$ cat src/rtl/cfg_one_pkg.sv
// constants and types for the configuration-register-one block
package cfg_one_pkg;
  localparam logic [7:0] WRITE_REGS_OPC   = 8'h01;
  localparam logic [7:0] CLEAR_STATUS_OPC = 8'h30;
  localparam logic [7:0] READ_CFG_OPC     = 8'h35;
  // read opcodes
  localparam logic [7:0] OPC_READ   = 8'h03;
  localparam logic [7:0] OPC_READ4  = 8'h13;
  localparam logic [7:0] OPC_FAST   = 8'h0b;
  localparam logic [7:0] OPC_FAST4  = 8'h0c;
  localparam logic [7:0] OPC_DOUT   = 8'h3b;
  localparam logic [7:0] OPC_DOUT4  = 8'h3c;
  localparam logic [7:0] OPC_QOUT   = 8'h6b;
  localparam logic [7:0] OPC_QOUT4  = 8'h6c;
  localparam logic [7:0] OPC_DIO    = 8'hbb;
  localparam logic [7:0] OPC_DIO4   = 8'hbc;
  localparam logic [7:0] OPC_QIO    = 8'heb;
  localparam logic [7:0] OPC_QIO4   = 8'hec;
  localparam logic [7:0] OPC_DFAST  = 8'h0d;
  localparam logic [7:0] OPC_DFAST4 = 8'h0e;
  localparam logic [7:0] OPC_DDIO   = 8'hbd;
  localparam logic [7:0] OPC_DDIO4  = 8'hbe;
  localparam logic [7:0] OPC_DQIO   = 8'hed;
  localparam logic [7:0] OPC_DQIO4  = 8'hee;
  // field positions of configuration_one
  localparam int LC_HI  = 7;
  localparam int LC_LO  = 6;
  localparam int TBP_B  = 5;
  localparam int BPV_B  = 3;
  localparam int SST_B  = 2;
  localparam int QUAD_B = 1;
  localparam int FRZ_B  = 0;
  localparam logic [7:0] CFG_RESET    = 8'h00;
  localparam logic [2:0] PROT_VOL_RST = 3'h7;
  localparam logic [3:0] PATTERN_MIN_DUMMY = 4'h5;
  localparam logic [4:0] WRR_BITS    = 5'h10;
  localparam logic [3:0] BITS_LAST   = 4'h7;

  typedef struct packed {
    logic [3:0] mode;
    logic [3:0] dummy;
    logic       pattern_ok;
  } latency_t;

  typedef enum logic [1:0] {
    ST_OPC  = 2'b00,
    ST_DATA = 2'b01,
    ST_OUT  = 2'b10,
    ST_SKIP = 2'b11
  } link_state_t;
endpackage
$ cat src/rtl/cfg_one.sv
// configuration register one: latency lookup, protection bits, quad, freeze
`timescale 1ns/1ps
module cfg_one
  import cfg_one_pkg::*;
#(
  parameter bit ENHANCED = 1'b0,
  parameter bit UNIFORM  = 1'b0
) (
  input  wire logic       clock,
  input  wire logic       rst,
  input  wire logic       hw_reset,
  input  wire logic       soft_reset,
  input  wire logic       sck,
  input  wire logic       cs_n,
  input  wire logic       data_in,
  input  wire logic       write_protect_pin_n,
  input  wire logic       pause_pin_n,
  input  wire logic [7:0] read_opcode,
  output logic            data_out,
  output logic            data_out_en,
  output logic [7:0]      config_reg_one,
  output logic [2:0]      protect_range_bits,
  output logic            program_error_flag,
  output logic            busy_flag,
  output logic [3:0]      mode_cycles,
  output logic [3:0]      dummy_cycles,
  output logic            pattern_allowed,
  output logic            protect_from_top,
  output logic            small_sectors_top,
  output logic            wp_active,
  output logic            pause_active
);

  // latency lookup, index 0..3 for codes 11,00,01,10
  function automatic logic [1:0] lc_idx(input logic [1:0] lc);
    lc_idx = lc + 2'h1;
  endfunction

  function automatic latency_t lookup(input logic [7:0] opc,
                                      input logic [1:0] lc,
                                      input bit enh);
    logic [1:0] i;
    latency_t r;
    i = lc_idx(lc);
    r = '{mode: 4'h0, dummy: 4'h0, pattern_ok: 1'b0};
    unique case (opc)
      OPC_READ, OPC_READ4:
        r.dummy = 4'h0;
      OPC_FAST, OPC_FAST4, OPC_DOUT, OPC_DOUT4, OPC_QOUT, OPC_QOUT4:
        r.dummy = (i == 2'h0) ? 4'h0 : 4'h8;
      OPC_DIO, OPC_DIO4:
        if (enh) begin
          r.mode  = 4'h4;
          r.dummy = (i < 2'h2) ? 4'h0 : {2'h0, i - 2'h1};
        end else begin
          r.dummy = (i < 2'h2) ? 4'h4 : {2'h0, i} + 4'h3;
        end
      OPC_QIO, OPC_QIO4: begin
        r.mode = 4'h2;
        unique case (i)
          2'h0:    r.dummy = 4'h1;
          2'h3:    r.dummy = 4'h5;
          default: r.dummy = 4'h4;
        endcase
      end
      OPC_DFAST, OPC_DFAST4:
        if (enh) begin
          r.mode = 4'h4;
          unique case (i)
            2'h0: r.dummy = 4'h1;
            2'h1: r.dummy = 4'h2;
            2'h2: r.dummy = 4'h4;
            2'h3: r.dummy = 4'h5;
          endcase
        end else begin
          r.dummy = {2'h0, i} + 4'h4;
        end
      OPC_DDIO, OPC_DDIO4:
        if (enh) begin
          r.mode  = 4'h2;
          r.dummy = (i == 2'h0) ? 4'h2 : {2'h0, i} + 4'h3;
        end else begin
          r.dummy = (i == 2'h0) ? 4'h4 : {2'h0, i} + 4'h5;
        end
      OPC_DQIO, OPC_DQIO4: begin
        r.mode  = 4'h1;
        r.dummy = (i == 2'h0) ? 4'h3 : {2'h0, i} + 4'h5;
      end
      default: r.dummy = 4'h0;
    endcase
    r.pattern_ok = (r.dummy >= PATTERN_MIN_DUMMY);
    return r;
  endfunction

  // pins from outside pass two flops before use
  logic [1:0] sck_s_q, cs_s_q, din_s_q, wp_s_q, pause_s_q;
  logic       sck_prev_q;
  always_ff @(posedge clock) begin
    if (rst) begin
      sck_s_q    <= 2'h0;
      cs_s_q     <= 2'h3;
      din_s_q    <= 2'h0;
      wp_s_q     <= 2'h3;
      pause_s_q  <= 2'h3;
      sck_prev_q <= 1'b0;
    end else begin
      sck_s_q    <= {sck_s_q[0], sck};
      cs_s_q     <= {cs_s_q[0], cs_n};
      din_s_q    <= {din_s_q[0], data_in};
      wp_s_q     <= {wp_s_q[0], write_protect_pin_n};
      pause_s_q  <= {pause_s_q[0], pause_pin_n};
      sck_prev_q <= sck_s_q[1];
    end
  end

  logic rise, fall, sel;
  assign rise = sck_s_q[1] & ~sck_prev_q;
  assign fall = ~sck_s_q[1] & sck_prev_q;
  assign sel  = ~cs_s_q[1];

  // serial link state
  link_state_t st_q;
  logic [4:0]  cnt_q;
  logic [15:0] shift_q;
  logic        wrr_done_q;
  logic        clear_status_cmd_done_q;
  logic [7:0]  out_q;

  always_ff @(posedge clock) begin
    if (rst || !sel) begin
      st_q        <= ST_OPC;
      cnt_q       <= 5'h0;
      shift_q     <= 16'h0;
      wrr_done_q  <= 1'b0;
      clear_status_cmd_done_q <= 1'b0;
    end else begin
      wrr_done_q  <= 1'b0;
      clear_status_cmd_done_q <= 1'b0;
      if (rise) begin
        shift_q <= {shift_q[14:0], din_s_q[1]};
        cnt_q   <= cnt_q + 5'h1;
        unique case (st_q)
          ST_OPC:
            if (cnt_q[2:0] == BITS_LAST[2:0]) begin
              cnt_q <= 5'h0;
              if ({shift_q[6:0], din_s_q[1]} == CLEAR_STATUS_OPC) begin
                clear_status_cmd_done_q <= 1'b1;
                st_q        <= ST_SKIP;
              end else if (busy_flag) begin
                st_q <= ST_SKIP;
              end else if ({shift_q[6:0], din_s_q[1]} == WRITE_REGS_OPC) begin
                st_q <= ST_DATA;
              end else if ({shift_q[6:0], din_s_q[1]} == READ_CFG_OPC) begin
                st_q <= ST_OUT;
              end else begin
                st_q <= ST_SKIP;
              end
            end
          ST_DATA:
            if (cnt_q == WRR_BITS - 5'h1) begin
              wrr_done_q <= 1'b1;
              st_q       <= ST_SKIP;
            end
          ST_OUT:  st_q <= ST_OUT;
          ST_SKIP: st_q <= ST_SKIP;
        endcase
      end
    end
  end

  // read-back of the register on the falling edges
  always_ff @(posedge clock) begin
    if (rst || !sel || st_q != ST_OUT) begin
      out_q       <= config_reg_one;
      data_out    <= 1'b0;
      data_out_en <= 1'b0;
    end else if (fall) begin
      data_out    <= out_q[7];
      data_out_en <= 1'b1;
      out_q       <= {out_q[6:0], out_q[7]};
    end
  end

  // the second data byte of the write lands in configuration_one
  logic [7:0] nv;
  logic       otp_fail;
  logic       frz;
  assign nv  = shift_q[7:0];
  assign frz = config_reg_one[FRZ_B];
  assign otp_fail = (config_reg_one[TBP_B] & ~nv[TBP_B])
                  | (config_reg_one[BPV_B] & ~nv[BPV_B])
                  | (config_reg_one[SST_B] & ~nv[SST_B] & ~UNIFORM);

  // non-volatile and one-time bits survive soft reset; rst clears them all, hw_reset clears only the freeze bit
  always_ff @(posedge clock) begin
    if (rst) begin
      config_reg_one <= CFG_RESET;
    end else if (hw_reset) begin
      config_reg_one[FRZ_B] <= 1'b0;
    end else if (wrr_done_q && !otp_fail) begin
      config_reg_one[LC_HI:LC_LO] <= nv[LC_HI:LC_LO];
      config_reg_one[QUAD_B]      <= nv[QUAD_B];
      config_reg_one[BPV_B]       <= nv[BPV_B];
      if (!frz) begin
        config_reg_one[TBP_B] <= nv[TBP_B];
        if (!UNIFORM)
          config_reg_one[SST_B] <= nv[SST_B];
      end
      config_reg_one[FRZ_B] <= frz | nv[FRZ_B];
    end
  end

  // protection range: rst loads zero; volatile copy (BPV set) goes to all-ones on hw or soft reset
  always_ff @(posedge clock) begin
    if (rst) begin
      protect_range_bits <= 3'h0;
    end else if ((hw_reset || soft_reset) && config_reg_one[BPV_B]) begin
      protect_range_bits <= PROT_VOL_RST;
    end else if (wrr_done_q && !frz && !otp_fail) begin
      protect_range_bits <= shift_q[12:10];
    end
  end

  // failed one-time clear raises the error; set wins over clear
  always_ff @(posedge clock) begin
    if (rst || hw_reset || soft_reset) begin
      program_error_flag <= 1'b0;
      busy_flag          <= 1'b0;
    end else if (wrr_done_q && otp_fail) begin
      program_error_flag <= 1'b1;
      busy_flag          <= 1'b1;
    end else if (clear_status_cmd_done_q) begin
      program_error_flag <= 1'b0;
      busy_flag          <= 1'b0;
    end
  end

  // latency result for the opcode the command decoder reports
  latency_t lat;
  assign lat = lookup(read_opcode, config_reg_one[LC_HI:LC_LO], ENHANCED);

  always_ff @(posedge clock) begin
    if (rst) begin
      mode_cycles       <= 4'h0;
      dummy_cycles      <= 4'h0;
      pattern_allowed   <= 1'b0;
      protect_from_top  <= 1'b1;
      small_sectors_top <= 1'b0;
      wp_active         <= 1'b0;
      pause_active      <= 1'b0;
    end else begin
      mode_cycles       <= lat.mode;
      dummy_cycles      <= lat.dummy;
      pattern_allowed   <= lat.pattern_ok;
      protect_from_top  <= ~config_reg_one[TBP_B];
      small_sectors_top <= config_reg_one[SST_B] & ~UNIFORM;
      // in quad mode the pins are data lines, seen as inactive
      wp_active    <= ~config_reg_one[QUAD_B] & ~wp_s_q[1];
      pause_active <= ~config_reg_one[QUAD_B] & ~pause_s_q[1];
    end
  end

  property p_pattern;
    @(posedge clock) disable iff (rst)
      pattern_allowed |-> dummy_cycles >= 4'h5;
  endproperty
  a_pattern: assert property (p_pattern) else $error("pattern short");

  property p_hp_mode;
    @(posedge clock) disable iff (rst)
      (!ENHANCED && $past(read_opcode) == OPC_DIO && $past(!rst))
        |-> mode_cycles == 4'h0;
  endproperty
  a_hp_mode: assert property (p_hp_mode) else $error("hp mode");

  property p_tbp_sticky;
    @(posedge clock) disable iff (rst || hw_reset)
      config_reg_one[TBP_B] |=> config_reg_one[TBP_B];
  endproperty
  a_tbp_sticky: assert property (p_tbp_sticky) else $error("tbp cleared");

  property p_bpv_sticky;
    @(posedge clock) disable iff (rst || hw_reset)
      config_reg_one[BPV_B] |=> config_reg_one[BPV_B];
  endproperty
  a_bpv_sticky: assert property (p_bpv_sticky) else $error("bpv cleared");

  property p_freeze;
    @(posedge clock) disable iff (rst || hw_reset)
      (frz && !((hw_reset || soft_reset) && config_reg_one[BPV_B]))
        |=> $stable(protect_range_bits);
  endproperty
  a_freeze: assert property (p_freeze) else $error("frozen range moved");

  property p_frz_soft;
    @(posedge clock) disable iff (rst || hw_reset)
      frz |=> frz;
  endproperty
  a_frz_soft: assert property (p_frz_soft) else $error("freeze lost");

  property p_err_busy;
    @(posedge clock) disable iff (rst)
      program_error_flag |-> busy_flag;
  endproperty
  a_err_busy: assert property (p_err_busy) else $error("error not busy");

  // a busy device must drop a whole write, not land it
  property p_busy_lock;
    @(posedge clock) disable iff (rst)
      busy_flag |-> !wrr_done_q;
  endproperty
  a_busy_lock: assert property (p_busy_lock)
    else $error("write landed while busy");

  property p_quad;
    @(posedge clock) disable iff (rst)
      $past(config_reg_one[QUAD_B]) && $past(!rst)
        |-> !wp_active && !pause_active;
  endproperty
  a_quad: assert property (p_quad) else $error("quad pins active");

endmodule

$ cat config.mk
export PLATFORM = sky130hd
export DESIGN_NAME = cfg_one
export DESIGN_NICKNAME = d
export VERILOG_FILES = /design/src/rtl/cfg_one_pkg.sv /design/src/rtl/cfg_one.sv
export SDC_FILE = /design/constraint.sdc
export NUM_CORES = 1
export LEC_CHECK = 0
export ABC_AREA = 1
export BUFFER_PORTS_ARGS = -buffer_cell sky130_fd_sc_hd__buf_2
export CAP_MARGIN = 15
export CORE_MARGIN = 10
export CORE_UTILIZATION = 55
export CTS_CLUSTER_DIAMETER = 50
export DETAILED_ROUTE_END_ITERATION = 8
export GPL_TIMING_DRIVEN = 0
export PLACE_DENSITY = 0.76
export RECOVER_POWER = 50
export SLEW_MARGIN = 20
export SYNTH_ARGS = -nofsm -noshare
export SYNTH_HDL_FRONTEND = slang
export SYNTH_SLANG_ARGS = --single-unit
$ cat constraint.sdc
create_clock -name clock -period 2.2 [get_ports clock]
set_input_delay 0.44 -clock clock [delete_from_list [all_inputs] [get_ports clock]]
set_output_delay 0.44 -clock clock [all_outputs]
set_load 0.02 [all_outputs]
==> out/qor.log, run 1 <==
[status] result of the run finished clean
[yosys] synthesized area per cell 8.00 um^2
[floorplan] Die Width 90.4 um
[placement] number of I/O port buffers 41
[sta] count of final hold-check violations 0
[route] number of remaining DRC errors 0
[sta] remaining max-slew budget at the tightest pin 0.551
[sta] number of setup violations in the final report 0
[floorplan] number of I/O pins 45
[grt] total routing resource utilization after global routing 0.138
[power] largest voltage drop on the vdd net 0.551 mV
[sta] share of the clock period used by the worst path after layout 0.850
[cts] number of setup buffers added after CTS 0
[flow_run] Max Cap Violations 0
[worst_setup_path] cell chain of the critical path nor2_1, inv_2, nor3_4, nand2_1
[worst_setup_path] CP Data Required Time 2.22 ns
[cts] hold buffer count at cts 0
[placement] final weighted congestion of routability-driven global placement 0.869
[sta] post-layout minimum cycle time 1.87 ns
[cts] total CTS buffers 9
[cts] clock net sink count 65
[floorplan] cell row count 25
[final_layout] layout-stage area growth over the synthesis result 16.1%
[worst_setup_path] endpoint arrival time on the critical path 1.89 ns
[cts] TritonCTS clock tree yes
[route] via density per instance 4.87
[sta] setup tns final 0 ns
[sta] measured slew at the worst slew-check pin 0.671 ns
[final_layout] number of nets in the layout 420
[final_layout] most common cell after layout, fill and taps aside dfxtp_1
[route] residual antenna-violating net count after detailed routing 0
[power] areal power density over the cells 698 nW/um^2
[yosys] dominant cell type by area after synthesis dfxtp_1
[route] detailed router's first-iteration violation count 125
[grt] initial antenna violation count 0
[sta] setup skew after layout 0.0148 ns
[cts] source-to-sink clock delay at the later pin of the worst-skew pair 0.34 ns
[yosys] post-synthesis cell area 2730 um^2
[yosys] cell types with the largest area share after synthesis dfxtp_1 42%, edfxtp_1 8.8%, nand2_1 7.3%
[sta] setup repair after global routing missed its margin false
[min_path] worst hold path class primary input to flop
[floorplan] die area 8170 um^2
[worst_setup_path] setup slack, reg-to-reg 0.33 ns
[yosys] post-synthesis sequential element count 65
[worst_setup_path] type of the setup path with the least slack flop to flop
[grt] overflow left after global routing 0
[worst_setup_path] kind of end point of the critical path flop
[power] Leak 1.33 nW
[sta] number of pins exceeding their max-slew limit in the final report 0
[grt] pin count of the biggest net entering global routing 14
[worst_setup_path] crit path max fanout 10
[grt] wire length of the first global-routing pass 9.38 mm
[yosys] number of instances in the synthesized netlist 341
[yosys] most used flip-flop cell after synthesis dfxtp_1
[placement] Detail Placement HPWL 4.40 mm
[cts] CTS H-tree lvls 3
[floorplan] effective utilization at floorplan 0.573
[route] number of detailed-route iterations in the first pass 4
[route] average wire per cell in the routed design 12.2 um
[yosys] post-synth top area share 0.419
[final_layout] commonest cells after routing, fill and taps aside 57 x dfxtp_1, 53 x nand2_1, 44 x nor2_1
[yosys] number of synthesized flops with an enable pin 8
[yosys] number of different library cells in the post-synthesis netlist 32
[final_layout] layout filler cell count 467
[yosys] count of yosys warnings during synthesis 0
[yosys] portion of the post-synthesis area used by sequential elements 0.507
[cts] number of instances resized during post-cts repair 0
[cts] clock-pin transition on the worst setup and hold timing paths 0.08 ns
[worst_setup_path] Max stage delay cell, worst path nor2_1
[worst_setup_path] CP startpoint kind flop
[yosys] async set-or-reset flop fraction in the synthesized netlist 0
[final_layout] ratio of cells with drive above 1 in the final layout 0.155
[final_layout] antenna diode count 0
[cts] clock root buffer clkbuf_8
[floorplan] die extent in y 90.4 um
[route] count of vias placed by the detailed router 2,274
[floorplan] Std-Cell Core Area 4750 um^2
[grt] via count of the first global-routing pass 2,100
[sta] minimum hold slack 0.272 ns
[sta] Highest Clock Rate 0.535 GHz
[power] Power, Total 2.21 mW
[worst_setup_path] largest stage delay on the critical path 0.53 ns
[cts] Longest Clk Path Bufs 2
[route] Total Routed Length 5.71 mm
[where the power goes]
| group | total (mW) | switching [mW] | leakage, nW | internal, mW |
|---|---|---|---|---|
| registers | 1.21 | 0.00499 | 0.561 | 1.21 |
| clock network | 0.894 | 0.478 | 0.0822 | 0.415 |
| logic | 0.100 | 0.0655 | 0.685 | 0.0349 |
| total | 2.21 | 0.549 | 1.33 | 1.66 |
[synthesized netlist by cell type, types with 4 or more instances]
library cell and count:
dfxtp_1 57, nand2_1 53, inv_1 43, nor2_1 41
o21ai_0 29, a21oi_1 25, nand3_1 13, o21ai_1 10
edfxtp_1 8, ha_1 8, or2_2 7, buf_4 5
nand4_1 5, nor3_1 5, nor2_2 4
[final timing paths]
path | startpoint | endpoint | cells after the start
setup / recovery | cs_s_q[1] | out_q[6] | 4
setup reg to reg | cs_s_q[1] | out_q[6] | 4
hold / removal | write_protect_pin_n | wp_s_q[0] | 2
hold reg to reg | wp_s_q[1] | wp_active | 1
[logic make-up (layout without fill, tap and decap cells)]
logic type,Yosys count,count (layout),share of synthesized area
adder cells (fa/ha/maj),8,8,0.0367
other,1,3,0.00138
AO/OA/AOI/OAI,70,70,0.134
XOR/XNOR,2,2,0.00643
buffers and inverters,59,116,0.0890
flip-flops,65,65,0.507
AND/OR/NAND/NOR,136,136,0.226
[worst max-delay path, delay by kind of cell, from the launching register on]
| family | cells | cell delay (ns) |
|---|---|---|
| AND/OR/NAND/NOR | 3 | 1.09 |
| flip-flops | 1 | 0.31 |
| buffers and inverters | 1 | 0.15 |
[area by class of cell]
cell class              count  area [um^2]  share of cell area
clock inverters             7         53.8              0.0170
well taps                  67         83.8              0.0265
inverters                  48          180              0.0569
clock buffers               9          124              0.0391
repair buffers             41          181              0.0573
multi-input cells         219         1100               0.347
plain buffers              11         62.6              0.0198
flip-flops and latches     65         1380               0.437
[per-layer routing]
metal,share of wire,GRT usage
met5,0,0
met4,0.014,0.0557
met3,0.054,0.0416
met2,0.48,0.230
met1,0.45,0.161
[through the flow]
stage / instance area, um^2 / setup slack, ns / std cells / utilization
detailed placement: 3020 / 0.380 / 451 / 0.636
floorplan: 2730 / 0.461 / 343 / -
finish: 3160 / 0.329 / 467 / 0.666
global route: 3160 / 0.171 / 467 / 0.666
CTS: 3200 / 0.421 / 467 / 0.673
global placement: 3020 / 0.380 / 451 / 0.636
[registers in the layout, summed over array words and instances, names as in the netlist, 2 cells and up]
signal / count
wp_s_q: 2
st_q: 2
cnt_q: 5
mode_cycles: 2
out_q: 8
protect_range_bits: 3
shift_q: 13
pause_s_q: 2
din_s_q: 2
cs_s_q: 2
sck_s_q: 2
config_reg_one: 7
dummy_cycles: 4
(Power assumes the default switching activity.)
==> run 2, diff against run 1 <==
- PLACE_DENSITY: 0.76 -> 0.78
==> run 2 against run 1 <==
  * Die area unchanged
  * Utilization up 0.34 points
  * Power up 2.9%
  * Global-route usage up 1.4 points
  * Largest power group unchanged
  * Critical path type unchanged
  * Non-clock buffer count unchanged
  * Final cell count unchanged
  * Largest cell class unchanged
  * Register-to-register slack better by 0.08 ns
==> out/qor.log, run 2 (synthesis results as in run 1) <==
[power] combinational fraction of design power 0.045
[worst_setup_path] setup slack, reg-to-reg 0.41 ns
[worst_setup_path] endpoint arrival time on the critical path 2.02 ns
[final_layout] layout-stage area growth over the synthesis result 16.7%
[floorplan] cell row count 25
[placement] final weighted congestion of routability-driven global placement 0.863
[sta] setup repair after global routing missed its margin false
[final_layout] core utilization of the finished layout 0.669
[final_layout] commonest cells after routing, fill and taps aside 57 x dfxtp_1, 53 x nand2_1, 43 x inv_1, 43 x nor2_1, 30 x o21ai_0
[sta] count of final hold-check violations 0
[cts] Longest Clk Path Bufs 2
[final_layout] most common cell after layout, fill and taps aside dfxtp_1
[grt] total routing resource utilization after global routing 0.152
[final_layout] most flop-heavy register shift_q
[grt] wire length of the first global-routing pass 10.1 mm
[cts] CTS H-tree lvls 3
[power] areal power density over the cells 715 nW/um^2
[route] residual antenna-violating net count after detailed routing 0
[placement] Detail Placement HPWL 4.47 mm
[sta] Highest Clock Rate 0.558 GHz
[cts] clock net sink count 65
[route] number of detailed-route iterations in the first pass 4
[final_layout] biggest registers after layout shift_q (13), out_q (8), config_reg_one (7)
[power] Power, Total 2.27 mW
[floorplan] Std-Cell Core Area 4750 um^2
[power] switching power as a share of total power 0.223
[route] average wire per cell in the routed design 12.7 um
[floorplan] die extent in y 90.4 um
[worst_setup_path] crit path max fanout 6
[grt] via count of the first global-routing pass 2,252
[power] part of the total power dissipated in the clock network 0.421
[floorplan] number of I/O pins 45
[route] via density per instance 4.85
[grt] pin count of the biggest net entering global routing 12
[worst_setup_path] kind of end point of the critical path flop
[cts] total CTS buffers 9
[route] number of remaining DRC errors 0
[floorplan] die area 8170 um^2
[status] result of the run finished clean
[flow_run] Max Cap Violations 0
[grt] overflow left after global routing 0
[sta] number of pins exceeding their max-slew limit in the final report 0
[floorplan] effective utilization at floorplan 0.573
[placement] number of I/O port buffers 41
[final_layout] fin cells 467
[final_layout] number of flip-flops in the largest register 13
[worst_setup_path] type of the setup path with the least slack flop to flop
[cts] clock root buffer clkbuf_8
[power] sequential share of power 0.534
[sta] setup skew after layout 0.00663 ns
[power] largest voltage drop on the vdd net 0.480 mV
[final_layout] antenna diode count 0
[power] total internal power 1.77 mW
[cts] clock-pin transition on the worst setup and hold timing paths 0.07 ns
[sta] number of setup violations in the final report 0
[grt] initial antenna violation count 0
[sta] post-layout minimum cycle time 1.79 ns
[min_path] worst hold path class primary input to flop
[floorplan] Die Width 90.4 um
[cts] number of setup buffers added after CTS 0
[cts] hold buffer count at cts 0
[cts] number of instances resized during post-cts repair 0
[route] Total Routed Length 5.92 mm
[power] switching pwr 0.507 mW
[final_layout] post-route cell area 3180 um^2
[cts] source-to-sink clock delay at the later pin of the worst-skew pair 0.34 ns
[placement] number of cells after detailed placement 451
[cts] TritonCTS clock tree yes
[final_layout] layout filler cell count 428
[final_layout] ratio of cells with drive above 1 in the final layout 0.150
[worst_setup_path] CP startpoint kind flop
[power] Leak 1.33 nW
[placement] placed cell area 3020 um^2
[worst_setup_path] CP Data Required Time 2.43 ns
[sta] share of the clock period used by the worst path after layout 0.815
[final_layout] number of nets in the layout 420
[sta] setup tns final 0 ns
[route] detailed router's first-iteration violation count 108
[route] count of vias placed by the detailed router 2,264
==> run 2: final timing paths <==
kind / cells after the start / end / start
setup / recovery: 10 / pattern_allowed / config_reg_one[6]
setup reg to reg: 10 / pattern_allowed / config_reg_one[6]
hold reg to reg: 1 / wp_active / wp_s_q[1]
hold / removal: 2 / cs_s_q[0] / cs_n
==> run 2: cell type report <==
class	count	area, um^2	share of cell area
clock buffers	11	131	0.0413
flip-flops and latches	65	1380	0.434
multi-input cells	219	1100	0.347
plain buffers	11	61.3	0.0193
clock inverters	5	56.3	0.0177
well taps	67	83.8	0.0264
repair buffers	41	181	0.0570
inverters	48	180	0.0566
==> run 2: worst max-delay path: stages, from the launching register on <==
cell	delay, ns
dfxtp_1	0.45
inv_1	0.17
ha_1	0.37
xnor2_1	0.19
inv_1	0.08
nand3_1	0.08
nand3_1	0.07
nor2_1	0.12
nor2_2	0.05
nand2_1	0.07
nand2_1	0.05
==> run 2: through the flow <==
stage / hold slack [ns] / worst slack, ns
4_1_cts: 0.261 / 0.407
6_report: 0.276 / 0.408
3_5_place_dp: 0.385 / 0.334
3_3_place_gp: 0.370 / 0.389
2_1_floorplan: 0.367 / 0.461
5_1_grt: 0.257 / 0.181
==> run 2: routing by layer <==
metal | part of all wire | up-vias | track usage
li1 | - | 1202 | -
met1 | 0.44 | 1020 | 0.164
met2 | 0.51 | 36 | 0.258
met3 | 0.050 | 6 | 0.0698
met4 | 0.0071 | 0 | 0.0464
met5 | 0 | - | 0
==> run 2: power groups by stage <==
stage                     Combinational (mW)  Sequential [mW]  Clock, mW
final                                  0.101             1.21      0.957
after global routing                   0.115             1.22       1.04
after CTS                              0.103             1.21      0.976
after detailed placement               0.102             1.24          0
after global placement                0.0992             1.24          0
after floorplan                       0.0632             1.24          0
